$ cat config.mk
export PLATFORM = sky130hd
export DESIGN_NAME = i2c_status_core
export DESIGN_NICKNAME = d
export VERILOG_FILES = /design/src/common/i2c_stat_pkg.sv /design/src/core/line_idle_detect.sv /design/src/core/i2c_status_core.sv
export SDC_FILE = /design/constraint.sdc
export NUM_CORES = 1
export LEC_CHECK = 0
export BUFFER_PORTS_ARGS = -buffer_cell sky130_fd_sc_hd__buf_2
export CAP_MARGIN = 10
export CORE_UTILIZATION = 40
export CTS_BUF_LIST = sky130_fd_sc_hd__clkbuf_16
export DETAILED_ROUTE_END_ITERATION = 10
export PLACE_DENSITY_LB_ADDON = 0.15
export SYNTH_ARGS = -nofsm -noshare
export SYNTH_HDL_FRONTEND = slang
export SYNTH_SLANG_ARGS = --single-unit
$ cat constraint.sdc
create_clock -name ref_clk -period 4.5 [get_ports ref_clk]
set_input_delay 0 -clock ref_clk [delete_from_list [all_inputs] [get_ports ref_clk]]
set_output_delay 0 -clock ref_clk [all_outputs]
set_load 0.1 [all_outputs]
$ cat src/common/i2c_stat_pkg.sv
package i2c_stat_pkg;

    // register map, byte addresses on the plain register port
    localparam logic [2:0] OFF_CLOCK_SEL = 3'h0;
    localparam logic [2:0] OFF_TIMEOUT_SEL = 3'h1;
    localparam logic [2:0] OFF_ACTIVITY = 3'h2;
    localparam logic [2:0] OFF_BUFFER = 3'h3;
    localparam logic [2:0] OFF_ERROR = 3'h4;
    localparam logic [2:0] OFF_CONTROL = 3'h5;
    localparam logic [2:0] OFF_TX_HOLD = 3'h6;
    localparam logic [2:0] OFF_RX_HOLD = 3'h7;

    // activity_status fields
    localparam int ACT_IDLE_BIT = 7;
    localparam int ACT_TARGET_BIT = 6;
    localparam int ACT_CTRL_BIT = 5;
    localparam int ACT_DIR_BIT = 4;
    localparam int ACT_DATA_BIT = 3;

    // buffer_status fields
    localparam int BUF_TRANSMIT_WRITE_ERROR_BIT = 7;
    localparam int BUF_TRANSMIT_HOLDING_EMPTY_BIT = 5;
    localparam int BUF_RECEIVE_READ_ERROR_BIT = 3;
    localparam int BUF_FLUSH_BIT = 2;
    localparam int BUF_RECEIVE_HOLDING_FULL_BIT = 0;

    // error_flags_and_enables fields
    localparam int ERR_TO_BIT = 6;
    localparam int ERR_COL_BIT = 5;
    localparam int ERR_NACK_BIT = 4;
    localparam int ERR_TO_EN_BIT = 2;
    localparam int ERR_COL_EN_BIT = 1;
    localparam int ERR_NACK_EN_BIT = 0;

    // module_control fields
    localparam int CTL_EN_BIT = 0;
    localparam int CTL_IDLE_LSB = 1;
    localparam int CTL_MODE_LSB = 3;

    // clock and timeout source codes
    localparam logic [3:0] CLK_LAST_CODE = 4'h9;
    localparam int CLK_SRC_COUNT = 10;
    localparam logic [2:0] TO_NONE_CODE = 3'h0;

    // bus-free times in module clock pulses
    localparam int IDLE_CNT_W = 7;
    localparam logic [6:0] IDLE_COUNT_8 = 7'h08;
    localparam logic [6:0] IDLE_COUNT_16 = 7'h10;
    localparam logic [6:0] IDLE_COUNT_32 = 7'h20;
    localparam logic [6:0] IDLE_COUNT_64 = 7'h40;

    // values after reset
    localparam logic [3:0] RST_CLOCK_SEL = 4'h0;
    localparam logic [2:0] RST_TIMEOUT_SEL = 3'h0;
    localparam logic [7:0] RST_CONTROL = 8'h00;
    localparam logic [7:0] RST_BYTE = 8'h00;

    typedef enum logic [1:0] {
        MODE_CONTROLLER = 2'b00,
        MODE_TARGET = 2'b01,
        MODE_MULTI = 2'b10,
        MODE_SPARE = 2'b11
    } mode_type;

endpackage : i2c_stat_pkg

$ cat src/core/line_idle_detect.sv
`timescale 1ns/1ns
`default_nettype none
module line_idle_detect (
    input wire logic ref_clk,
    input wire logic rst,
    input wire logic scl_pin,
    input wire logic sda_pin,
    input wire logic tick,
    input wire logic clock_valid,
    input wire logic [1:0] idle_sel,
    output logic scl_level,
    output logic sda_level,
    output logic scl_rise,
    output logic line_idle
);
    // index 0 is scl, index 1 is sda
    logic [1:0] sync0_q, sync1_q, sync2_q;
    logic [1:0] level_q, level_d;
    logic rise_q, rise_d;
    logic [6:0] count_q, count_d;
    logic idle_q, idle_d;
    logic [6:0] limit;

    genvar g;
    generate
        for (g = 0; g < 2; g = g + 1) begin : g_line
            // a change counts once stages two and three agree
            always_comb begin
                level_d[g] = level_q[g];
                if (sync1_q[g] == sync2_q[g]) begin
                    level_d[g] = sync2_q[g];
                end
            end
        end
    endgenerate

    always_comb begin
        limit = i2c_stat_pkg::IDLE_COUNT_8;
        case (idle_sel)
            2'b01: limit = i2c_stat_pkg::IDLE_COUNT_16;
            2'b10: limit = i2c_stat_pkg::IDLE_COUNT_32;
            2'b11: limit = i2c_stat_pkg::IDLE_COUNT_64;
            default: limit = i2c_stat_pkg::IDLE_COUNT_8;
        endcase
        rise_d = level_d[0] & ~level_q[0];
        count_d = count_q;
        idle_d = 1'b0;
        if (!clock_valid || !(level_q[0] && level_q[1])) begin
            count_d = 7'h00;
        end else begin
            if (tick && (count_q < limit)) begin
                count_d = count_q + 7'h01;
            end
            idle_d = (count_d >= limit);
        end
    end

    always_ff @(posedge ref_clk or posedge rst) begin
        if (rst) begin
            sync0_q <= 2'b11;
            sync1_q <= 2'b11;
            sync2_q <= 2'b11;
            level_q <= 2'b11;
            rise_q <= 1'b0;
            count_q <= 7'h00;
            idle_q <= 1'b0;
        end else begin
            sync0_q <= {sda_pin, scl_pin};
            sync1_q <= sync0_q;
            sync2_q <= sync1_q;
            level_q <= level_d;
            rise_q <= rise_d;
            count_q <= count_d;
            idle_q <= idle_d;
        end
    end

    assign scl_level = level_q[0];
    assign sda_level = level_q[1];
    assign scl_rise = rise_q;
    assign line_idle = idle_q;
endmodule : line_idle_detect
`default_nettype wire

$ cat src/core/i2c_status_core.sv
// Overview of operation
// four-bit code picks module clock; reserved codes off
// three-bit code picks timeout source; zero none
// idle only after both lines high long enough
// no valid clock source keeps idle cleared
// target engaged after matching address byte
// ten-bit high read needs earlier write sequence
// restart, stop, timeout or collision clear target
// controller engaged set by driven start
// collision or shifted stop clears controller engaged
// direction bit from last matching received address
// data bit tells data versus address byte
// writing full transmit buffer sets sticky error
// transmit empty flag, cleared by write, resets set
// reading empty receive buffer sets sticky error
// receive full set on arrival, cleared by read
// flush empties buffers, clears irq flags, reads zero
// module disabled holds buffer flags at reset
// pending buffer error forces not-acknowledge
// buffer flags drive dma requests
// released high but sampled low flags collision
// not-ack flag from bus nack or errors
// enabled error flags ored into error irq
// bus-free time selectable 8 to 64 pulses
// hardware flags stay set until written zero
`timescale 1ns/1ns
`default_nettype none
module i2c_status_core (
    input wire logic ref_clk,
    input wire logic rst,
    input wire logic [2:0] reg_addr,
    input wire logic [7:0] reg_wdata,
    input wire logic reg_wr,
    input wire logic reg_rd,
    output logic [7:0] reg_rdata,
    input wire logic scl_pin,
    input wire logic sda_pin,
    input wire logic sda_sending,
    input wire logic sda_out_high,
    input wire logic [9:0] clk_src_tick,
    input wire logic [7:1] timeout_src,
    input wire logic match_7bit,
    input wire logic match_10_low,
    input wire logic match_10_high,
    input wire logic addr_rw,
    input wire logic byte_done,
    input wire logic byte_is_data,
    input wire logic rx_load,
    input wire logic [7:0] rx_data,
    input wire logic tx_take,
    input wire logic start_driven,
    input wire logic stop_shifted,
    input wire logic restart_seen,
    input wire logic stop_seen,
    input wire logic nack_seen,
    input wire logic overflow_set,
    input wire logic underflow_set,
    output logic module_tick,
    output logic scl_level,
    output logic sda_level,
    output logic [7:0] tx_data,
    output logic target_engaged,
    output logic controller_engaged,
    output logic force_nack,
    output logic collision_abort,
    output logic multi_match_retry,
    output logic timeout_stop_request,
    output logic irq_flags_clear,
    output logic tx_dma_request,
    output logic rx_dma_request,
    output logic module_error_irq
);
    logic [3:0] clk_sel_q, clk_sel_d;
    logic [2:0] to_sel_q, to_sel_d;
    logic [7:0] control_q, control_d;
    logic transmit_write_error_q, transmit_write_error_d, transmit_holding_empty_q, transmit_holding_empty_d, receive_read_error_q, receive_read_error_d, receive_holding_full_q, receive_holding_full_d;
    logic to_flag_q, to_flag_d, col_flag_q, col_flag_d;
    logic nack_flag_q, nack_flag_d;
    logic to_en_q, to_en_d, col_en_q, col_en_d, nack_en_q, nack_en_d;
    logic target_q, target_d, ctrl_q, ctrl_d;
    logic dir_q, dir_d, data_q, data_d, ten_write_q, ten_write_d;
    logic [7:0] tx_data_q, tx_data_d, rx_data_q, rx_data_d;
    logic [7:0] rdata_q, rdata_d;
    logic abort_q, abort_d, retry_q, retry_d, stop_req_q, stop_req_d;
    logic flush_q, flush_d, to_prev_q, to_prev_d;
    logic clock_valid, enable, target_mode, line_idle, scl_rise;
    logic to_level, to_event, col_event, transmit_write_error_set, receive_read_error_set, target_clear;
    i2c_stat_pkg::mode_type mode;

    function automatic logic clock_code_ok(input logic [3:0] code);
        clock_code_ok = (code <= i2c_stat_pkg::CLK_LAST_CODE);
    endfunction : clock_code_ok

    assign mode = i2c_stat_pkg::mode_type'(
        control_q[i2c_stat_pkg::CTL_MODE_LSB +: 2]);
    assign enable = control_q[i2c_stat_pkg::CTL_EN_BIT];
    assign target_mode = (mode == i2c_stat_pkg::MODE_TARGET);
    // the target mode runs on the system clock, the selection is bypassed
    assign clock_valid = target_mode | clock_code_ok(clk_sel_q);

    always_comb begin
        module_tick = 1'b0;
        if (target_mode) begin
            module_tick = 1'b1;
        end else if (clock_code_ok(clk_sel_q)) begin
            module_tick = clk_src_tick[clk_sel_q];
        end
    end

    line_idle_detect u_idle (
        .ref_clk(ref_clk),
        .rst(rst),
        .scl_pin(scl_pin),
        .sda_pin(sda_pin),
        .tick(module_tick),
        .clock_valid(clock_valid),
        .idle_sel(control_q[i2c_stat_pkg::CTL_IDLE_LSB +: 2]),
        .scl_level(scl_level),
        .sda_level(sda_level),
        .scl_rise(scl_rise),
        .line_idle(line_idle)
    );

    always_comb begin
        to_level = 1'b0;
        if (to_sel_q != i2c_stat_pkg::TO_NONE_CODE) begin
            to_level = timeout_src[to_sel_q];
        end
    end
    assign to_event = to_level & ~to_prev_q;
    assign col_event = scl_rise & sda_sending & sda_out_high
        & ~sda_level;
    assign target_clear = restart_seen | stop_seen | to_event
        | col_event;

    always_comb begin
        clk_sel_d = clk_sel_q;
        to_sel_d = to_sel_q;
        control_d = control_q;
        transmit_write_error_d = transmit_write_error_q;
        transmit_holding_empty_d = transmit_holding_empty_q;
        receive_read_error_d = receive_read_error_q;
        receive_holding_full_d = receive_holding_full_q;
        to_flag_d = to_flag_q;
        col_flag_d = col_flag_q;
        nack_flag_d = nack_flag_q;
        to_en_d = to_en_q;
        col_en_d = col_en_q;
        nack_en_d = nack_en_q;
        target_d = target_q;
        ctrl_d = ctrl_q;
        dir_d = dir_q;
        data_d = data_q;
        ten_write_d = ten_write_q;
        tx_data_d = tx_data_q;
        rx_data_d = rx_data_q;
        rdata_d = 8'h00;
        flush_d = 1'b0;
        transmit_write_error_set = 1'b0;
        receive_read_error_set = 1'b0;
        to_prev_d = to_level;
        // software writes; flags are kept by a one and cleared by a zero
        if (reg_wr) begin
            if (reg_addr == i2c_stat_pkg::OFF_CLOCK_SEL) begin
                clk_sel_d = reg_wdata[3:0];
            end else if (reg_addr == i2c_stat_pkg::OFF_TIMEOUT_SEL) begin
                to_sel_d = reg_wdata[2:0];
            end else if (reg_addr == i2c_stat_pkg::OFF_BUFFER) begin
                transmit_write_error_d = transmit_write_error_q & reg_wdata[i2c_stat_pkg::BUF_TRANSMIT_WRITE_ERROR_BIT];
                receive_read_error_d = receive_read_error_q & reg_wdata[i2c_stat_pkg::BUF_RECEIVE_READ_ERROR_BIT];
                flush_d = reg_wdata[i2c_stat_pkg::BUF_FLUSH_BIT];
            end else if (reg_addr == i2c_stat_pkg::OFF_ERROR) begin
                to_flag_d = to_flag_q & reg_wdata[i2c_stat_pkg::ERR_TO_BIT];
                col_flag_d = col_flag_q & reg_wdata[i2c_stat_pkg::ERR_COL_BIT];
                nack_flag_d = nack_flag_q
                    & reg_wdata[i2c_stat_pkg::ERR_NACK_BIT];
                to_en_d = reg_wdata[i2c_stat_pkg::ERR_TO_EN_BIT];
                col_en_d = reg_wdata[i2c_stat_pkg::ERR_COL_EN_BIT];
                nack_en_d = reg_wdata[i2c_stat_pkg::ERR_NACK_EN_BIT];
            end else if (reg_addr == i2c_stat_pkg::OFF_CONTROL) begin
                control_d = reg_wdata;
            end else if (reg_addr == i2c_stat_pkg::OFF_TX_HOLD) begin
                if (!transmit_holding_empty_q) begin
                    transmit_write_error_set = 1'b1;
                end else begin
                    tx_data_d = reg_wdata;
                    transmit_holding_empty_d = 1'b0;
                end
            end
        end
        // reads; the receive holding buffer read has side effects
        if (reg_rd) begin
            if (reg_addr == i2c_stat_pkg::OFF_CLOCK_SEL) begin
                rdata_d = {4'h0, clk_sel_q};
            end else if (reg_addr == i2c_stat_pkg::OFF_TIMEOUT_SEL) begin
                rdata_d = {5'h00, to_sel_q};
            end else if (reg_addr == i2c_stat_pkg::OFF_ACTIVITY) begin
                rdata_d[i2c_stat_pkg::ACT_IDLE_BIT] = line_idle;
                rdata_d[i2c_stat_pkg::ACT_TARGET_BIT] = target_q;
                rdata_d[i2c_stat_pkg::ACT_CTRL_BIT] = ctrl_q;
                rdata_d[i2c_stat_pkg::ACT_DIR_BIT] = dir_q;
                rdata_d[i2c_stat_pkg::ACT_DATA_BIT] = data_q;
            end else if (reg_addr == i2c_stat_pkg::OFF_BUFFER) begin
                rdata_d[i2c_stat_pkg::BUF_TRANSMIT_WRITE_ERROR_BIT] = transmit_write_error_q;
                rdata_d[i2c_stat_pkg::BUF_TRANSMIT_HOLDING_EMPTY_BIT] = transmit_holding_empty_q;
                rdata_d[i2c_stat_pkg::BUF_RECEIVE_READ_ERROR_BIT] = receive_read_error_q;
                rdata_d[i2c_stat_pkg::BUF_RECEIVE_HOLDING_FULL_BIT] = receive_holding_full_q;
            end else if (reg_addr == i2c_stat_pkg::OFF_ERROR) begin
                rdata_d[i2c_stat_pkg::ERR_TO_BIT] = to_flag_q;
                rdata_d[i2c_stat_pkg::ERR_COL_BIT] = col_flag_q;
                rdata_d[i2c_stat_pkg::ERR_NACK_BIT] = nack_flag_q;
                rdata_d[i2c_stat_pkg::ERR_TO_EN_BIT] = to_en_q;
                rdata_d[i2c_stat_pkg::ERR_COL_EN_BIT] = col_en_q;
                rdata_d[i2c_stat_pkg::ERR_NACK_EN_BIT] = nack_en_q;
            end else if (reg_addr == i2c_stat_pkg::OFF_CONTROL) begin
                rdata_d = control_q;
            end else if (reg_addr == i2c_stat_pkg::OFF_TX_HOLD) begin
                rdata_d = tx_data_q;
            end else begin
                rdata_d = rx_data_q;
                if (!receive_holding_full_q) begin
                    receive_read_error_set = 1'b1;
                end else begin
                    receive_holding_full_d = 1'b0;
                end
            end
        end
        // hardware events on the buffers; new data wins over a read
        if (tx_take) begin
            transmit_holding_empty_d = 1'b1;
        end
        if (rx_load) begin
            rx_data_d = rx_data;
            receive_holding_full_d = 1'b1;
        end
        if (flush_d) begin
            transmit_holding_empty_d = 1'b1;
            receive_holding_full_d = 1'b0;
        end
        if (!enable) begin
            transmit_holding_empty_d = 1'b1;
            receive_holding_full_d = 1'b0;
        end
        // sticky flags: a set in the cycle of a clear wins
        if (transmit_write_error_set) begin
            transmit_write_error_d = 1'b1;
        end
        if (receive_read_error_set) begin
            receive_read_error_d = 1'b1;
        end
        if (to_event) begin
            to_flag_d = 1'b1;
        end
        if (col_event) begin
            col_flag_d = 1'b1;
        end
        if (((target_q | ctrl_q) & nack_seen) | transmit_write_error_set | receive_read_error_set
                | overflow_set | underflow_set) begin
            nack_flag_d = 1'b1;
        end
        // ten-bit write sequence memory, kept across a repeated start
        if (stop_seen || to_event || col_event) begin
            ten_write_d = 1'b0;
        end else if (match_10_low) begin
            ten_write_d = 1'b1;
        end
        if (target_clear) begin
            target_d = 1'b0;
        end else if (match_7bit || match_10_low) begin
            target_d = 1'b1;
        end else if (match_10_high && addr_rw && ten_write_q) begin
            target_d = 1'b1;
        end
        if (col_event || stop_shifted) begin
            ctrl_d = 1'b0;
        end else if (start_driven) begin
            ctrl_d = 1'b1;
        end
        if (match_7bit || match_10_high) begin
            dir_d = addr_rw;
        end
        if (byte_done) begin
            data_d = byte_is_data;
        end
        abort_d = col_event & (mode != i2c_stat_pkg::MODE_MULTI);
        retry_d = col_event & (mode == i2c_stat_pkg::MODE_MULTI);
        // the controller finishes with a stop; that stop clears it
        stop_req_d = to_event & ctrl_q;
    end

    always_ff @(posedge ref_clk or posedge rst) begin
        if (rst) begin
            clk_sel_q <= i2c_stat_pkg::RST_CLOCK_SEL;
            to_sel_q <= i2c_stat_pkg::RST_TIMEOUT_SEL;
            control_q <= i2c_stat_pkg::RST_CONTROL;
            transmit_write_error_q <= 1'b0;
            transmit_holding_empty_q <= 1'b1;
            receive_read_error_q <= 1'b0;
            receive_holding_full_q <= 1'b0;
            to_flag_q <= 1'b0;
            col_flag_q <= 1'b0;
            nack_flag_q <= 1'b0;
            to_en_q <= 1'b0;
            col_en_q <= 1'b0;
            nack_en_q <= 1'b0;
            target_q <= 1'b0;
            ctrl_q <= 1'b0;
            dir_q <= 1'b0;
            data_q <= 1'b0;
            ten_write_q <= 1'b0;
            tx_data_q <= i2c_stat_pkg::RST_BYTE;
            rx_data_q <= i2c_stat_pkg::RST_BYTE;
            rdata_q <= i2c_stat_pkg::RST_BYTE;
            abort_q <= 1'b0;
            retry_q <= 1'b0;
            stop_req_q <= 1'b0;
            flush_q <= 1'b0;
            to_prev_q <= 1'b0;
        end else begin
            clk_sel_q <= clk_sel_d;
            to_sel_q <= to_sel_d;
            control_q <= control_d;
            transmit_write_error_q <= transmit_write_error_d;
            transmit_holding_empty_q <= transmit_holding_empty_d;
            receive_read_error_q <= receive_read_error_d;
            receive_holding_full_q <= receive_holding_full_d;
            to_flag_q <= to_flag_d;
            col_flag_q <= col_flag_d;
            nack_flag_q <= nack_flag_d;
            to_en_q <= to_en_d;
            col_en_q <= col_en_d;
            nack_en_q <= nack_en_d;
            target_q <= target_d;
            ctrl_q <= ctrl_d;
            dir_q <= dir_d;
            data_q <= data_d;
            ten_write_q <= ten_write_d;
            tx_data_q <= tx_data_d;
            rx_data_q <= rx_data_d;
            rdata_q <= rdata_d;
            abort_q <= abort_d;
            retry_q <= retry_d;
            stop_req_q <= stop_req_d;
            flush_q <= flush_d;
            to_prev_q <= to_prev_d;
        end
    end

    assign reg_rdata = rdata_q;
    assign tx_data = tx_data_q;
    assign target_engaged = target_q;
    assign controller_engaged = ctrl_q;
    assign force_nack = transmit_write_error_q | receive_read_error_q;
    assign collision_abort = abort_q;
    assign multi_match_retry = retry_q;
    assign timeout_stop_request = stop_req_q;
    assign irq_flags_clear = flush_q;
    assign tx_dma_request = transmit_holding_empty_q;
    assign rx_dma_request = receive_holding_full_q;
    assign module_error_irq = (to_flag_q & to_en_q) | (col_flag_q & col_en_q)
        | (nack_flag_q & nack_en_q);
endmodule : i2c_status_core
`default_nettype wire

==> flow_metrics.tcl, run 1 <==
set metrics [dict create \
    ys_seq_area_frac 0.507 \
    rsz0062_at_grt "false" \
    synth_common_cells "67 x dfrtp_1, 45 x mux2_2, 23 x nand2_1" \
    netlist.area_leader.share 0.445 \
    grt_overflow 0 \
    nets 517 \
    antenna_found_initial 0 \
    cts_num_sinks 76 \
    yosysUniqueCellTypes 50 \
    track_usage 0.205 \
    clockBufferDepth 2 \
    io_buffers 87 \
    worstPathArrival_ns 3.54 \
    hold_viol 0 \
    ir_drop_mv 0.215 \
    synth-edff-count 0 \
    synth_top_cell_by_area "dfrtp_1" \
    end_kind "flip-flop" \
    slew_headroom 0.534 \
    cts_buffers 9 \
    worstPathMaxFanout 8 \
    ys_warn_count 0 \
    drc_errors 0 \
    rows 35 \
    fp.dieH_um 99.1 \
    critPathLaunchType "flip-flop" \
    hpwl_mm 6.67 \
    hold_class "in2reg" \
    syn_area_sq_mm 0.00377 \
    hold_path_depth 3 \
    ios 88 \
    start_util 0.410 \
    tightest_slew_ns 0.699 \
    synth_nets 400 \
    via_per_inst 5.37 \
    drt-wirelength-per-cell_um 16.3 \
    cap_violations 0 \
    finalClockSkew_ns 0.0112 \
    clk_latency_ns 0.33 \
    power_density_mw_per_mm2 454 \
    grt_pass1_vias 3029 \
    finalHoldWorstSlack_ns 0.000559 \
    slew_violations 0 \
    cts_resized 0 \
    grt_max_degree 57 \
    first_pass_iters 4 \
    fp.dieW_um 99.1 \
    postCtsSetupBuffers 0 \
    r2r_start "control_q[1]$_DFFE_PP0P_" \
    holdPathEnd "collision_abort$_DFF_PP0_" \
    coreArea_sq_mm 0.00920 \
    place.gp.congestion 0.856 \
    syn_avg_cell_area_sq_um 11.3 \
    async_flop_share 1.00 \
    fin_crit_ns 3.30 \
    root_buffer "clkbuf_16" \
    ys_ff_latch 76 \
    cp.required_ns 4.74 \
    ctsHtreeMaxLevel 3 \
    yosys-top-cells-area "dfrtp_1 44%, mux2_2 13%, dfstp_2 6.3%" \
    path_clk_slew_ns 0.06 \
    cts_tree "built" \
    area_delta_synth_final_pct 28.9 \
    grt_pass1_wl_mm 15.4 \
    wl_mm 9.24 \
    syn_inst 333 \
    drive_gt1_frac 0.356 \
    fin_crit_sh 0.734 \
    setup_viol 0 \
    synth_ff_type "dfrtp_1" \
    first_iter_violations 174 \
    utilization 0.528 \
    criticalPathCategory "reg2reg" \
    r2r_end "u_idle.line_idle$_DFF_PP0_" \
    status "complete, no violations" \
    n_antenna_cell 0 \
    finalSetupTns_ns 0 \
    crit_start "control_q[1]$_DFFE_PP0P_" \
    fmax_mhz 303 \
    worstHoldStart "sda_sending" \
    vias 3041 \
    ant_nets 0 \
    ff2ff_path_depth 12 \
    die_area_sq_mm 0.00982 \
    reg2reg_slack_ns 1.20 \
    leakagePower_nw 2.27 \
    yosys.cell_count.top_type "dfrtp_1" \
]
## power breakdown
| group | internal (mW) | total, mW | switching, mW |
|---|---|---|---|
| combinational | 0.222 | 0.700 | 0.478 |
| sequential | 0.780 | 0.869 | 0.0887 |
| clock | 0.367 | 0.639 | 0.272 |
| total | 1.37 | 2.21 | 0.839 |
## through the flow
stage | std cells | setup slack, ns | total power [mW] | cell area, sq um
3_5_place_dp | 521 | 1.18 | 1.56 | 4310
3_3_place_gp | 521 | 1.31 | 1.55 | 4310
6_report | 566 | 1.20 | 2.21 | 4860
5_1_grt | 566 | 0.871 | 2.32 | 4860
2_1_floorplan | 333 | 1.50 | 1.41 | 3770
4_1_cts | 566 | 1.19 | 2.23 | 4860
## worst max path at each step
stage                                 endpoint  slack [ns]  depth (start not counted)
detailed placement  u_idle.line_idle$_DFF_PP0_        1.18                         12
global placement    u_idle.line_idle$_DFF_PP0_        1.31                         12
floorplan           u_idle.line_idle$_DFF_PP0_        1.50                         12
global route        u_idle.line_idle$_DFF_PP0_        0.87                         12
finish              u_idle.line_idle$_DFF_PP0_        1.20                         12
CTS                 u_idle.line_idle$_DFF_PP0_        1.19                         12
## layout make-up
cell class | instances | area, sq um
fill | 841 | 4340
clock buffer | 9 | 225
tap | 111 | 139
timing repair buffer | 117 | 733
clock inverter | 7 | 38.8
inverter | 13 | 48.8
multi-input combinational | 233 | 1760
sequential | 76 | 1910
## cells in the final DEF, fill, tap and decap left out, types with 3 or more instances in the layout
cell,count
or3_1,5
a221oi_1,3
nand4_1,5
and2_1,5
buf_2,87
nand2_1,23
nand2b_1,3
dfrtp_1,67
inv_1,14
nand3_1,10
a21oi_1,12
clkinv_2,3
mux2_2,45
nor2_1,16
nor2b_1,4
nand4b_1,3
mux2i_1,16
a22oi_1,6
nor3_1,8
clkbuf_16,9
o21ai_0,22
o31ai_1,4
and3_1,3
nor3b_1,3
ha_1,8
dlygate4sd3_1,29
dfstp_2,9
## routing by layer
metal | part of all wire | routed length [um] | track usage
met4 | 0.012 | 113 | 0.0633
met2 | 0.49 | 4520 | 0.334
met3 | 0.037 | 341 | 0.0418
met5 | 0 | 0 | 0
met1 | 0.46 | 4270 | 0.277
## sequential cells by signal, summed over array words and instances (netlist names), 2 cells and up
| name | count |
|---|---|
| u_idle.level_q | 2 |
| clk_sel_q | 4 |
| u_idle.sync1_q | 2 |
| u_idle.sync0_q | 2 |
| to_sel_q | 3 |
| u_idle.count_q | 7 |
| tx_data | 8 |
| rx_data_q | 8 |
| u_idle.sync2_q | 2 |
| reg_rdata | 8 |
| control_q | 8 |
## cells by family after synthesis
kind of cell	share of synthesized area
xor+xnor	0.00465
mux	0.189
flops	0.507
fa+ha+maj	0.0292
compound gates	0.106
simple gates	0.138
buf+inv	0.0252
## repair_timing
action / CTS / global route
endpoints found under the hold margin: 53 / 0
hold buffers: 29 / 0
setup endpoints to repair: 0 / 0
## critical path, cell delays in order, from the launching register on
cell and delay [ns]:
dfrtp_1 0.42, nand2b_1 0.20, ha_1 0.32, nand3_1 0.07, o211ai_1 0.17, a311o_1 0.48, or3_1 0.46, xnor2_1 0.15
ha_1 0.30, nand4_1 0.11, nor3b_1 0.23, mux2i_1 0.10, o31ai_1 0.20
(Power assumes the default switching activity.)
==> run 2, diff against run 1 <==
Settings changed: ABC_AREA set to 1.
Clock period 4.5 ns to 2.9 ns, I/O delays scaled along.
==> run 2 against run 1 <==
  * The run now ends with hold timing left
  * Utilization grew 2.5 points
  * Hold slack lost 0.019 ns
  * Sequential share of layout area shrank 0.46 points
  * Clock-buffer cell count is the same
  * Area after synthesis shrank 0.73%
  * Sequential power grew 53%
  * Critical path depth grew 2
  * First-iteration DRC count grew 26%
  * Sequential cell count is the same
  * Non-clock buffer count grew 4
  * Combinational power grew 86%
  * Critical endpoint unchanged
==> flow_metrics.tcl, run 2 <==
set metrics [dict create \
    fmax_mhz 368 \
    area_delta_synth_final_pct 31.5 \
    finalHoldWorstSlack_ns -0.0185 \
    rows 34 \
    antenna_found_initial 0 \
    synth_common_cells "99 x nand2_1, 67 x dfrtp_1, 61 x o21ai_0" \
    yosys-top-cells-area "dfrtp_1 45%, nand2_1 9.9%, o21ai_0 8.2%" \
    async_flop_share 1.00 \
    yosys.cell_count.top_type "nand2_1" \
    grt_pass1_vias 3289 \
    total_power_mw 3.80 \
    nets 634 \
    ys_seq_area_frac 0.511 \
    criticalPathCategory "reg2reg" \
    reg2reg_slack_ns 0.18 \
    syn_inst 441 \
    grt_max_degree 77 \
    fp.dieH_um 98.7 \
    violations "hold timing" \
    vias 3362 \
    n_antenna_cell 0 \
    drt-wirelength-per-cell_um 14.6 \
    ant_nets 0 \
    end_kind "flip-flop" \
    fp.dieW_um 98.7 \
    hpwl_mm 7.13 \
    grt_pass1_wl_mm 16.2 \
    via_per_inst 4.94 \
    fin_crit_ns 2.72 \
    drive_gt1_frac 0.257 \
    cp.required_ns 3.09 \
    leakagePower_nw 2.56 \
    path_clk_slew_ns 0.06 \
    finalClockSkew_ns 0.00667 \
    netlist.area_leader.share 0.448 \
    first_pass_iters 4 \
    hold_viol 66 \
    layout_common_cells "99 x nand2_1, 87 x buf_2, 66 x dfrtp_1" \
    synth_nets 508 \
    ctsHtreeMaxLevel 3 \
    clk_latency_ns 0.33 \
    grt_overflow 0 \
    cts_num_sinks 76 \
    power_density_mw_per_mm2 771 \
    yosysUniqueCellTypes 46 \
    finalSetupTns_ns 0 \
    cap_violations 0 \
    ios 88 \
    ir_drop_mv 0.411 \
    syn_area_sq_mm 0.00374 \
    syn_avg_cell_area_sq_um 8.49 \
    root_buffer "clkbuf_16" \
    synth_ff_type "dfrtp_1" \
    synth-edff-count 0 \
    status "finished, violations left" \
    cts_tree "built" \
    rsz0062_at_grt "false" \
    start_util 0.421 \
    setup_viol 0 \
    hold_class "in2async" \
    place.gp.congestion 0.910 \
    wl_mm 9.95 \
    tightest_slew_ns 0.950 \
    io_buffers 87 \
    drc_errors 0 \
    fin_crit_sh 0.937 \
    worstPathMaxFanout 6 \
    coreArea_sq_mm 0.00889 \
    track_usage 0.218 \
    critPathLaunchType "flip-flop" \
    worstPathArrival_ns 2.91 \
    slew_violations 0 \
    clockBufferDepth 2 \
    first_iter_violations 220 \
    die_area_sq_mm 0.00975 \
    cts_buffers 9 \
    slew_headroom 0.367 \
    layout_commonest_cell "nand2_1" \
    ys_ff_latch 76 \
    ys_warn_count 0 \
    synth_top_cell_by_area "dfrtp_1" \
]
-- run 2: changes by cell type in the layout (fill, tap and decap cells not counted), moves of 5 or more --
cell	change
nand2_1	+76
mux2_2	-43
inv_1	+39
o21ai_0	+39
nor2_1	+17
mux2i_1	-15
inv_2	+7
a21oi_1	+6
nand3_1	+6
a22oi_1	-5
and2_1	-5
nor2_2	+5
o21ai_1	+5
or3_1	-5
-- run 2: worst paths after layout --
| check | startpoint | endpoint | cells after the start |
|---|---|---|---|
| max | control_q[2]$_DFFE_PP0P_ | u_idle.line_idle$_DFF_PP0_ | 14 |
| min | rst | ten_write_q$_DFFE_PP0P_ | 3 |
| max reg2reg | control_q[2]$_DFFE_PP0P_ | u_idle.line_idle$_DFF_PP0_ | 14 |
| min reg2reg | u_idle.sync0_q[1]$_DFF_PP1_ | u_idle.sync1_q[1]$_DFF_PP1_ | 0 |
| max in group asynchronous | rst | control_q[2]$_DFFE_PP0P_ | 3 |
| min in group ref_clk | match_10_high | dir_q$_DFFE_PP0P_ | 3 |
-- run 2: timing repair --
action | 4_1_cts | 5_1_grt
hold endpoints to repair | 33 | 0
hold buffers | 29 | 0
resized for setup | 0 | 4
buffers inserted | 0 | 3
setup endpoints to repair | 0 | 1
-- run 2: metrics by stage --
stage / cell area (sq um) / util / std cells / setup slack, ns
final: 4920 / 0.553 / 680 / 0.181
after global routing: 4920 / 0.553 / 680 / 0.0294
after CTS: 4890 / 0.550 / 677 / 0.0262
after detailed placement: 4290 / 0.482 / 632 / 0.0580
after global placement: 4290 / 0.482 / 632 / 0.166
after floorplan: 3740 / - / 441 / 0.283
-- run 2: cells by family (layout without fill, tap and decap cells) --
group,count (synthesis),after routing,share of synthesized area
multiplexers,3,3,0.00869
adder cells (fa/ha/maj),9,9,0.0294
XOR/XNOR,5,5,0.0137
AND/OR/NAND/NOR,177,177,0.208
flip-flops,76,76,0.511
AO/OA/AOI/OAI,106,106,0.158
buffers and inverters,65,196,0.0705
-- run 2: final cells by class --
| class | instances | area [sq um] |
|---|---|---|
| Clock inverter | 7 | 86.3 |
| Fill cell | 851 | 3970 |
| Clock buffer | 9 | 225 |
| Sequential cell | 76 | 1910 |
| Timing Repair Buffer | 121 | 763 |
| Tap cell | 108 | 135 |
| Multi-Input combinational cell | 300 | 1580 |
| Inverter | 59 | 221 |
-- run 2: critical path: stages (launching register included) --
cell,delay [ns]
dfrtp_2,0.43
or2_2,0.33
ha_1,0.32
a21oi_2,0.14
o21a_2,0.19
nand2_4,0.08
inv_2,0.10
nand2_1,0.06
o21ai_1,0.10
inv_1,0.06
ha_1,0.30
a21oi_1,0.15
nor2_1,0.07
a211oi_2,0.17
a21oi_2,0.08
-- run 2: where the power goes --
part           internal [mW]  total [mW]  switching, mW
clock network          0.745        1.17          0.421
registers               1.21        1.33          0.118
logic                  0.389        1.30          0.912
-- run 2: metal layers --
layer / GRT usage / up-vias / part of all wire
met2: 0.340 / 92 / 0.46
li1: - / 1710 / -
met5: 0 / - / 0
met4: 0.0586 / 0 / 0.0082
met3: 0.0369 / 6 / 0.047
met1: 0.316 / 1554 / 0.49
